File: config.mk
export PLATFORM = sky130hd
export DESIGN_NAME = fgsc_ctrl
export DESIGN_NICKNAME = d
export VERILOG_FILES = /design/src/core/fgsc_ctrl.v /design/src/core/fgsc_sync.v
export VERILOG_INCLUDE_DIRS = /design/src /design/src/core
export SDC_FILE = /design/constraint.sdc
export NUM_CORES = 1
export LEC_CHECK = 0
export BUFFER_PORTS_ARGS = -buffer_cell sky130_fd_sc_hd__buf_2
export CORE_MARGIN = 5
export CORE_UTILIZATION = 57
export CTS_CLUSTER_DIAMETER = 120
export DETAILED_ROUTE_END_ITERATION = 10
export PLACE_DENSITY = 0.85
export SLEW_MARGIN = 30
export SYNTH_ARGS = -nofsm -noshare
export SYNTH_HDL_FRONTEND = slang
export SYNTH_HIERARCHICAL = 1
export SYNTH_SLANG_ARGS = --single-unit
File: constraint.sdc
create_clock -name pclk -period 5.3 [get_ports pclk]
set_input_delay 1.06 -clock pclk [delete_from_list [all_inputs] [get_ports pclk]]
set_output_delay 1.06 -clock pclk [all_outputs]
set_load 0.01 [all_outputs]
File: src/core/fgsc_defs.vh
`ifndef FGSC_DEFS_VH
`define FGSC_DEFS_VH

// ****************************************
// APB register map (byte addresses)
// ****************************************
`define FGSC_ADDR_CTRL 8'h00
`define FGSC_ADDR_STATUS 8'h04
`define FGSC_ADDR_WORD 8'h08
`define FGSC_ADDR_COUNT 8'h0C

// ****************************************
// Control register fields
// ****************************************
`define FGSC_CTRL_OFDIS 0
`define FGSC_CTRL_RST 1'b0

// ****************************************
// Control word layout
// ****************************************
`define FGSC_WORD_W 8
`define FGSC_CORNER_HI 7
`define FGSC_CORNER_LO 3
`define FGSC_PRE_BIT 2
`define FGSC_POST_BIT 1
`define FGSC_VGA_BIT 0
`define FGSC_WORD_RST 8'h00
`define FGSC_CORNER_OFF 5'h00

// ****************************************
// Serial sequencing
// ****************************************
`define FGSC_CNT_W 4
`define FGSC_CNT_DATA_END 4'h9
`define FGSC_CNT_ZERO 4'h0
`define FGSC_CNT_ONE 4'h1

`endif

File: src/core/fgsc_ctrl.v
`timescale 1ns/100ps
`default_nettype none
`include "fgsc_defs.vh"

// Function
// Host lowers frame select before any transfer; high select starts nothing.
// First rising clock after select falls samples direction: one write, zero read.
// Write captures eight data bits on following rising edges, LSB first.
// Select rising after a write applies the shifted word to filters and amps.
// Read drives stored word on read output, one bit per falling edge, LSB first.
// Read ends when select rises; stored word is never changed by a read.
// One 8-bit word: 5-bit corner code plus preamp, postamp, VGA gain bits.
// The single word sets both channels together; no per-channel settings.
// Offset loop disable high turns the dc offset loop off; low runs it.
// Corner in B8..B4, preamp B3, postamp B2, VGA max gain B1.
// Corner code n gives n MHz; code zero passes no signal.
// With select high, clock and data are ignored and the word is held.
module fgsc_ctrl (
  // Clock and reset
  input wire pclk,
  input wire presetn,
  // APB slave
  input wire psel,
  input wire penable,
  input wire pwrite,
  input wire [7:0] paddr,
  input wire [31:0] pwdata,
  output reg [31:0] prdata,
  output reg pready,
  output reg pslverr,
  // Serial port pins
  input wire frame_select_n,
  input wire serial_clk,
  input wire serial_data_in,
  output reg serial_read_out,
  output reg serial_read_oe_n,
  // Applied settings, shared by both channels
  output reg [4:0] corner_code,
  output reg corner_enable,
  output reg preamp_gain_hi,
  output reg postamp_gain_hi,
  output reg vga_max_gain_hi,
  output reg offset_loop_disable,
  output reg offset_loop_on
);

  // ****************************************
  // Pin synchronisation
  // ****************************************
  // Pins are async to pclk, so each passes two flops
  // Link edges are therefore seen about three pclk late
  // Host must hold each level for at least three pclk
  // Data must lead the clock rise by the same margin
  wire [2:0] pins_s;
  wire sel_n_s;
  wire sck_s;
  wire sdi_s;

  fgsc_sync #(
    .WIDTH(3),
    .RST_VAL(3'h4)
  ) u_sync (
    .pclk(pclk),
    .presetn(presetn),
    .async_in({frame_select_n, serial_clk, serial_data_in}),
    .sync_out(pins_s)
  );

  assign sel_n_s = pins_s[2];
  assign sck_s = pins_s[1];
  assign sdi_s = pins_s[0];

  // ****************************************
  // Edge detection on synced pins
  // ****************************************
  reg sel_n_q;
  reg sck_q;
  wire sck_rise;
  wire sck_fall;
  wire sel_fall;
  wire sel_rise;

  // Reset values match the idle pin levels: no false edge
  // Select edges are seen through the same two flops
  // Previous values of synced select and clock
  always @(posedge pclk or negedge presetn) begin
    if (!presetn) begin
      sel_n_q <= 1'b1;
      sck_q <= 1'b0;
    end else begin
      sel_n_q <= sel_n_s;
      sck_q <= sck_s;
    end
  end

  // Link edges only count while select is low
  assign sck_rise = sck_s & ~sck_q & ~sel_n_s;
  assign sck_fall = ~sck_s & sck_q & ~sel_n_s;
  assign sel_fall = ~sel_n_s & sel_n_q;
  assign sel_rise = sel_n_s & ~sel_n_q;

  // ****************************************
  // Frame state machine
  // ****************************************
  // IDLE waits for select to fall
  // DIR takes the direction bit on the first clock rise
  // WRITE shifts in eight bits, first bit lands in bit 0
  // READ shifts a snapshot out on falling clock edges
  // A select rise ends the frame in any state
  localparam [1:0] ST_IDLE = 2'b00;
  localparam [1:0] ST_DIR = 2'b01;
  localparam [1:0] ST_WRITE = 2'b10;
  localparam [1:0] ST_READ = 2'b11;

  // Serial frame state
  reg [1:0] state_q;
  reg [1:0] state_d;
  reg [`FGSC_CNT_W-1:0] cnt_q;
  reg [`FGSC_CNT_W-1:0] cnt_d;
  reg [`FGSC_WORD_W-1:0] shift_q;
  reg [`FGSC_WORD_W-1:0] shift_d;
  reg [`FGSC_WORD_W-1:0] word_q;
  reg [`FGSC_WORD_W-1:0] word_d;
  reg [`FGSC_WORD_W-1:0] rd_q;
  reg [`FGSC_WORD_W-1:0] rd_d;
  // Read output next values
  reg sdo_d;
  reg oe_n_d;
  // Completed frame counter, wraps at 16 bits
  reg [15:0] frames_q;
  reg frame_done;

  // Next-state logic of the serial frame
  always @* begin
    state_d = state_q;
    cnt_d = cnt_q;
    shift_d = shift_q;
    word_d = word_q;
    rd_d = rd_q;
    sdo_d = serial_read_out;
    oe_n_d = serial_read_oe_n;
    frame_done = 1'b0;
    case (state_q)
      ST_IDLE: begin
        oe_n_d = 1'b1;
        if (sel_fall) begin
          state_d = ST_DIR;
          cnt_d = `FGSC_CNT_ZERO;
        end
      end
      ST_DIR: begin
        if (sel_n_s) begin
          state_d = ST_IDLE;
        end else if (sck_rise) begin
          cnt_d = `FGSC_CNT_ONE;
          if (sdi_s) begin
            state_d = ST_WRITE;
          end else begin
            state_d = ST_READ;
            // Snapshot keeps the stored word out of the shift path
            rd_d = word_q;
          end
        end
      end
      ST_WRITE: begin
        if (sel_n_s) begin
          state_d = ST_IDLE;
          frame_done = 1'b1;
          // Fewer than eight bits leaves the word untouched
          if (cnt_q == `FGSC_CNT_DATA_END) begin
            word_d = shift_q;
          end
        end else if (sck_rise && cnt_q != `FGSC_CNT_DATA_END) begin
          // Stops at the eighth bit; later clocks are ignored
          shift_d = {sdi_s, shift_q[`FGSC_WORD_W-1:1]};
          cnt_d = cnt_q + `FGSC_CNT_ONE;
        end
      end
      ST_READ: begin
        if (sel_n_s) begin
          state_d = ST_IDLE;
          oe_n_d = 1'b1;
          frame_done = 1'b1;
        end else if (sck_fall && cnt_q != `FGSC_CNT_DATA_END) begin
          // Enable drops with the first bit, rises with select
          sdo_d = rd_q[0];
          oe_n_d = 1'b0;
          rd_d = {1'b0, rd_q[`FGSC_WORD_W-1:1]};
          cnt_d = cnt_q + `FGSC_CNT_ONE;
        end
      end
      default: begin
        state_d = ST_IDLE;
      end
    endcase
  end

  // Read output and its enable come straight from flops
  // Frame registers
  always @(posedge pclk or negedge presetn) begin
    if (!presetn) begin
      state_q <= ST_IDLE;
      cnt_q <= `FGSC_CNT_ZERO;
      shift_q <= `FGSC_WORD_RST;
      word_q <= `FGSC_WORD_RST;
      rd_q <= `FGSC_WORD_RST;
      serial_read_out <= 1'b0;
      serial_read_oe_n <= 1'b1;
      frames_q <= 16'h0000;
    end else begin
      state_q <= state_d;
      cnt_q <= cnt_d;
      shift_q <= shift_d;
      word_q <= word_d;
      rd_q <= rd_d;
      serial_read_out <= sdo_d;
      serial_read_oe_n <= oe_n_d;
      // Counter bumps once per completed frame
      if (frame_done) begin
        frames_q <= frames_q + 16'h0001;
      end
    end
  end

  // ****************************************
  // APB registers
  // ****************************************
  reg ofdis_q;
  wire apb_setup;
  wire apb_wr;
  wire addr_ok;
  wire [31:0] status_word;

  assign apb_setup = psel & ~penable;
  assign apb_wr = psel & penable & pready & pwrite;
  assign addr_ok = (paddr == `FGSC_ADDR_CTRL) || (paddr == `FGSC_ADDR_STATUS) ||
                   (paddr == `FGSC_ADDR_WORD) || (paddr == `FGSC_ADDR_COUNT);

  // Status: select active, frame state, synced select, driving
  assign status_word = {27'h0, ~sel_n_s, state_q, sel_n_s, ~serial_read_oe_n};

  // One wait-free access: pready rises in the access cycle
  // The setup edge registers the answer, so no wait state is needed
  // pready and pslverr then stand for the access cycle only
  // prdata holds until the next setup
  // Unmapped offsets answer with pslverr and zero data
  // Writes to read-only offsets are dropped
  always @(posedge pclk or negedge presetn) begin
    if (!presetn) begin
      pready <= 1'b0;
      pslverr <= 1'b0;
      prdata <= 32'h0000_0000;
      ofdis_q <= `FGSC_CTRL_RST;
    end else begin
      pready <= apb_setup;
      pslverr <= apb_setup & ~addr_ok;
      if (apb_wr && paddr == `FGSC_ADDR_CTRL) begin
        ofdis_q <= pwdata[`FGSC_CTRL_OFDIS];
      end
      if (apb_setup && !pwrite) begin
        case (paddr)
          `FGSC_ADDR_CTRL: prdata <= {31'h0, ofdis_q};
          `FGSC_ADDR_STATUS: prdata <= status_word;
          `FGSC_ADDR_WORD: prdata <= {24'h0, word_q};
          `FGSC_ADDR_COUNT: prdata <= {16'h0, frames_q};
          default: prdata <= 32'h0000_0000;
        endcase
      end else if (apb_setup) begin
        prdata <= 32'h0000_0000;
      end
    end
  end

  // ****************************************
  // Applied analog settings
  // ****************************************
  // One word drives both channels
  // Corner and gain outputs follow the word register one pclk later
  // Code zero mutes the filter path
  // Gain bits pass through unchanged
  // Offset loop control comes from the APB bit
  always @(posedge pclk or negedge presetn) begin
    if (!presetn) begin
      corner_code <= 5'h00;
      corner_enable <= 1'b0;
      preamp_gain_hi <= 1'b0;
      postamp_gain_hi <= 1'b0;
      vga_max_gain_hi <= 1'b0;
      offset_loop_disable <= 1'b0;
      offset_loop_on <= 1'b1;
    end else begin
      corner_code <= word_q[`FGSC_CORNER_HI:`FGSC_CORNER_LO];
      corner_enable <= word_q[`FGSC_CORNER_HI:`FGSC_CORNER_LO] != `FGSC_CORNER_OFF;
      preamp_gain_hi <= word_q[`FGSC_PRE_BIT];
      postamp_gain_hi <= word_q[`FGSC_POST_BIT];
      vga_max_gain_hi <= word_q[`FGSC_VGA_BIT];
      offset_loop_disable <= ofdis_q;
      offset_loop_on <= ~ofdis_q;
    end
  end

endmodule

`default_nettype wire

File: src/core/fgsc_sync.v
`timescale 1ns/100ps
`default_nettype none

// ****************************************
// Two-stage synchroniser, one per bit
// ****************************************
module fgsc_sync #(
  parameter WIDTH = 3,
  parameter [WIDTH-1:0] RST_VAL = {WIDTH{1'b0}}
) (
  // Clock and reset
  input wire pclk,
  input wire presetn,
  // Async in, synced out
  input wire [WIDTH-1:0] async_in,
  output wire [WIDTH-1:0] sync_out
);

  genvar i;
  generate
    for (i = 0; i < WIDTH; i = i + 1) begin : g_bit
      reg meta_q;
      reg sync_q;
      // First stage feeds only the second
      always @(posedge pclk or negedge presetn) begin
        if (!presetn) begin
          meta_q <= RST_VAL[i];
          sync_q <= RST_VAL[i];
        end else begin
          meta_q <= async_in[i];
          sync_q <= meta_q;
        end
      end
      assign sync_out[i] = sync_q;
    end
  endgenerate

endmodule

`default_nettype wire

==> results.py <==
metrics = {
    "synthesis": {
        "syn-instance-count": 305,
        "synth-seq-cells": 86,
        "syn_avg_cell_area_um2": 12.41,
        "syn_area_um2": 3786,
        "yosys_warnings": 6,
        "ys_seq_area_share_pct": 57.01,
        "netlist-cell-type-count": 45,
    },
    "layout": {
        "design_area_um2": 4175,
        "fillers": 480,
        "drive_gt1_share_pct": 30.14,
        "final_common_cell": "dfrtp_1",
        "final_cells": 432,
        "synthToLayoutAreaGrowth_pct": 10.28,
        "fin_nets": 401,
        "final_util_pct": 65.01,
        "antenna_cells": 0,
        "layout_common_cells": "81 x dfrtp_1, 46 x buf_2, 25 x mux2_2, 21 x nand2_1, 16 x conb_1",
    },
    "clocking": {
        "htreeDepth": 3,
        "cts_buffers": 9,
        "cts_tree": "done",
        "cts_resized": 0,
        "cts.sinks": 86,
        "cts-root-buf": "clkbuf_8",
        "cts.clk_slew.worst_paths_ns": 0.09,
        "clkLatencyLatePin_ns": 0.35,
        "clockBufferDepth": 2,
        "cts-hold-fix-buffers": 0,
        "cts_setup_buffers": 0,
    },
    "timing": {
        "setup_viol": 0,
        "slew-limit-headroom_pct": 39.15,
        "finalCritPeriodShare_pct": 45.20,
        "finalHoldViolations": 0,
        "fin_ws_ns": 2.905,
        "skew_ns": 0.009546,
        "rsz0062_at_grt": "false",
        "finalSetupTns_ns": 0,
        "drv_slew": 0,
        "fin_crit_ns": 2.395,
        "worst_pin_slew_ns": 0.9128,
        "hold_slack_ns": 0.3511,
        "fmax_ghz": 0.4174,
    },
    "grt": {
        "grt_pass1_wl_um": 11810,
        "grt_start_max_net_pins": 87,
        "globalRoute.totalOverflow": 0,
        "grtUsageTotal_pct": 17.48,
        "grt_antenna_before_repair": 0,
        "grt_pass1_vias": 2419,
    },
    "status": {
        "status": "finished clean",
    },
    "power": {
        "leakage_nw": 2.066,
        "peakVddDrop_mv": 0.1579,
        "powerDensity_nw_per_um2": 281.8,
        "total_power_mw": 1.177,
    },
    "placed_design": {
        "place_area_um2": 4001,
        "dpl_worst_slack_ns": 2.585,
        "post-place-cells": 416,
        "gp_routability_congestion": 0.8237,
        "hpwl_um": 4687,
        "portBuffers": 47,
    },
    "route": {
        "wl_per_cell_um": 15.67,
        "final_antenna_net_count": 0,
        "first_iter_violations": 120,
        "drc": 0,
        "num_vias": 2366,
        "drt-total-wl_um": 6769,
        "viasPerCell": 5.477,
        "dr.pass1.iters": 4,
    },
    "die": {
        "die_area_um2": 8372,
        "die_y_um": 91.50,
        "rows": 29,
        "core_area_um2": 6422,
        "start_util_pct": 58.95,
        "die_w_um": 91.50,
        "io_pins": 95,
    },
    "worst_hold_path": {
        "hold_path.class": "register to register",
    },
    "worst_setup_path": {
        "worst_setup_path_end_kind": "register",
        "start_kind": "input pin",
        "cp_max_fo": 8,
        "worstPathArrival_ns": 2.68,
        "path_class": "input pin to register",
        "crit_required_ns": 5.58,
    },
    "run": {
        "drv_cap": 0,
    },
}
-- worst paths after layout --
check                                       start                      to  slack (ns)  cells past startpoint
hold / removal             u_sync/g_bit[2].meta_q  u_sync/g_bit[2].sync_q        0.35                      0
setup reg to reg                       state_q[1]                 rd_q[5]        2.98                      4
hold reg to reg            u_sync/g_bit[2].meta_q  u_sync/g_bit[2].sync_q        0.35                      0
max in group asynchronous                 presetn                   sck_q        4.02                      1
min in group asynchronous                 presetn               prdata[6]        0.73                      1
setup / recovery                         paddr[1]              prdata[15]        2.90                      5
-- state kept, by name, summed over array words and instances, names as in the netlist, 2 cells and up --
name                 count
word_q                   8
prdata                  16
u_sync/g_bit.sync_q      3
cnt_q                    4
shift_q                  8
frames_q                16
rd_q                     8
corner_code              5
u_sync/g_bit.meta_q      3
state_q                  2
-- critical path, stage by stage --
cell and delay [ns]:
buf_2 0.09, nor4_1 0.45, nand3b_1 0.36, nor4_4 0.49
a22o_1 0.21
-- kinds of logic (layout without fill, tap and decap cells) --
group	Yosys count	count (layout)	synth area share (%)
flops	86	86	57.01
simple gates	80	80	12.29
compound gates	41	41	8.031
mux	39	39	12.06
buf+inv	39	74	5.816
xor+xnor	16	16	3.701
fa+ha+maj	3	3	0.9915
other cells	1	16	0.09905
-- area by class of cell --
cell class / count / area [um2] / share of cell area [%]
Sequential cell: 86 / 2158 / 51.69
Multi-Input combinational cell: 195 / 1464 / 35.06
Timing Repair Buffer: 47 / 241.5 / 5.784
Clock buffer: 10 / 127.6 / 3.057
Tap cell: 77 / 96.34 / 2.307
Clock inverter: 6 / 46.29 / 1.109
Inverter: 11 / 41.29 / 0.9889
-- cell usage after synthesis, drive strengths merged --
master / n / area, um2
o2bb2a: 1 / 10.01
a22oi: 3 / 22.52
nand3: 6 / 30.03
or4: 1 / 11.26
and3b: 1 / 8.760
and3: 5 / 32.53
ha: 3 / 37.54
nand4: 5 / 31.28
inv: 11 / 41.29
conb: 1 / 3.750
o31ai: 5 / 37.54
and2: 1 / 6.260
nor3b: 2 / 15.01
nor3: 5 / 30.03
nor2: 11 / 41.29
xnor2: 11 / 96.34
nor4: 6 / 67.56
mux2i: 7 / 70.07
dfrtp: 81 / 2027
buf: 23 / 160.2
o21ai: 7 / 35.03
o41ai: 2 / 17.52
nand2b: 7 / 43.79
clkbuf: 5 / 18.77
a31o: 1 / 8.760
or3: 2 / 12.51
mux2: 32 / 386.6
xor2: 5 / 43.79
or3b: 1 / 8.760
and4: 2 / 17.52
a21oi: 8 / 51.30
a211oi: 2 / 15.01
nand2: 21 / 78.83
nand3b: 4 / 30.03
a22o: 8 / 70.07
dfstp: 5 / 131.4
a211o: 4 / 36.29
-- where the power goes --
part	internal [mW]	switching, mW	total (mW)
Combinational	0.0290	0.0475	0.0764
Clock	0.173	0.230	0.403
Sequential	0.673	0.0236	0.697
-- routing by layer --
layer  vias up  GRT usage [%]  wire [um]
li1       1131              -          -
met1      1172          24.13       3111
met2        54          26.90       3219
met3         9          4.298        351
met4         0          6.407         87
met5         -              0          0
No activity file was read; power rests on OpenSTA's default activity.
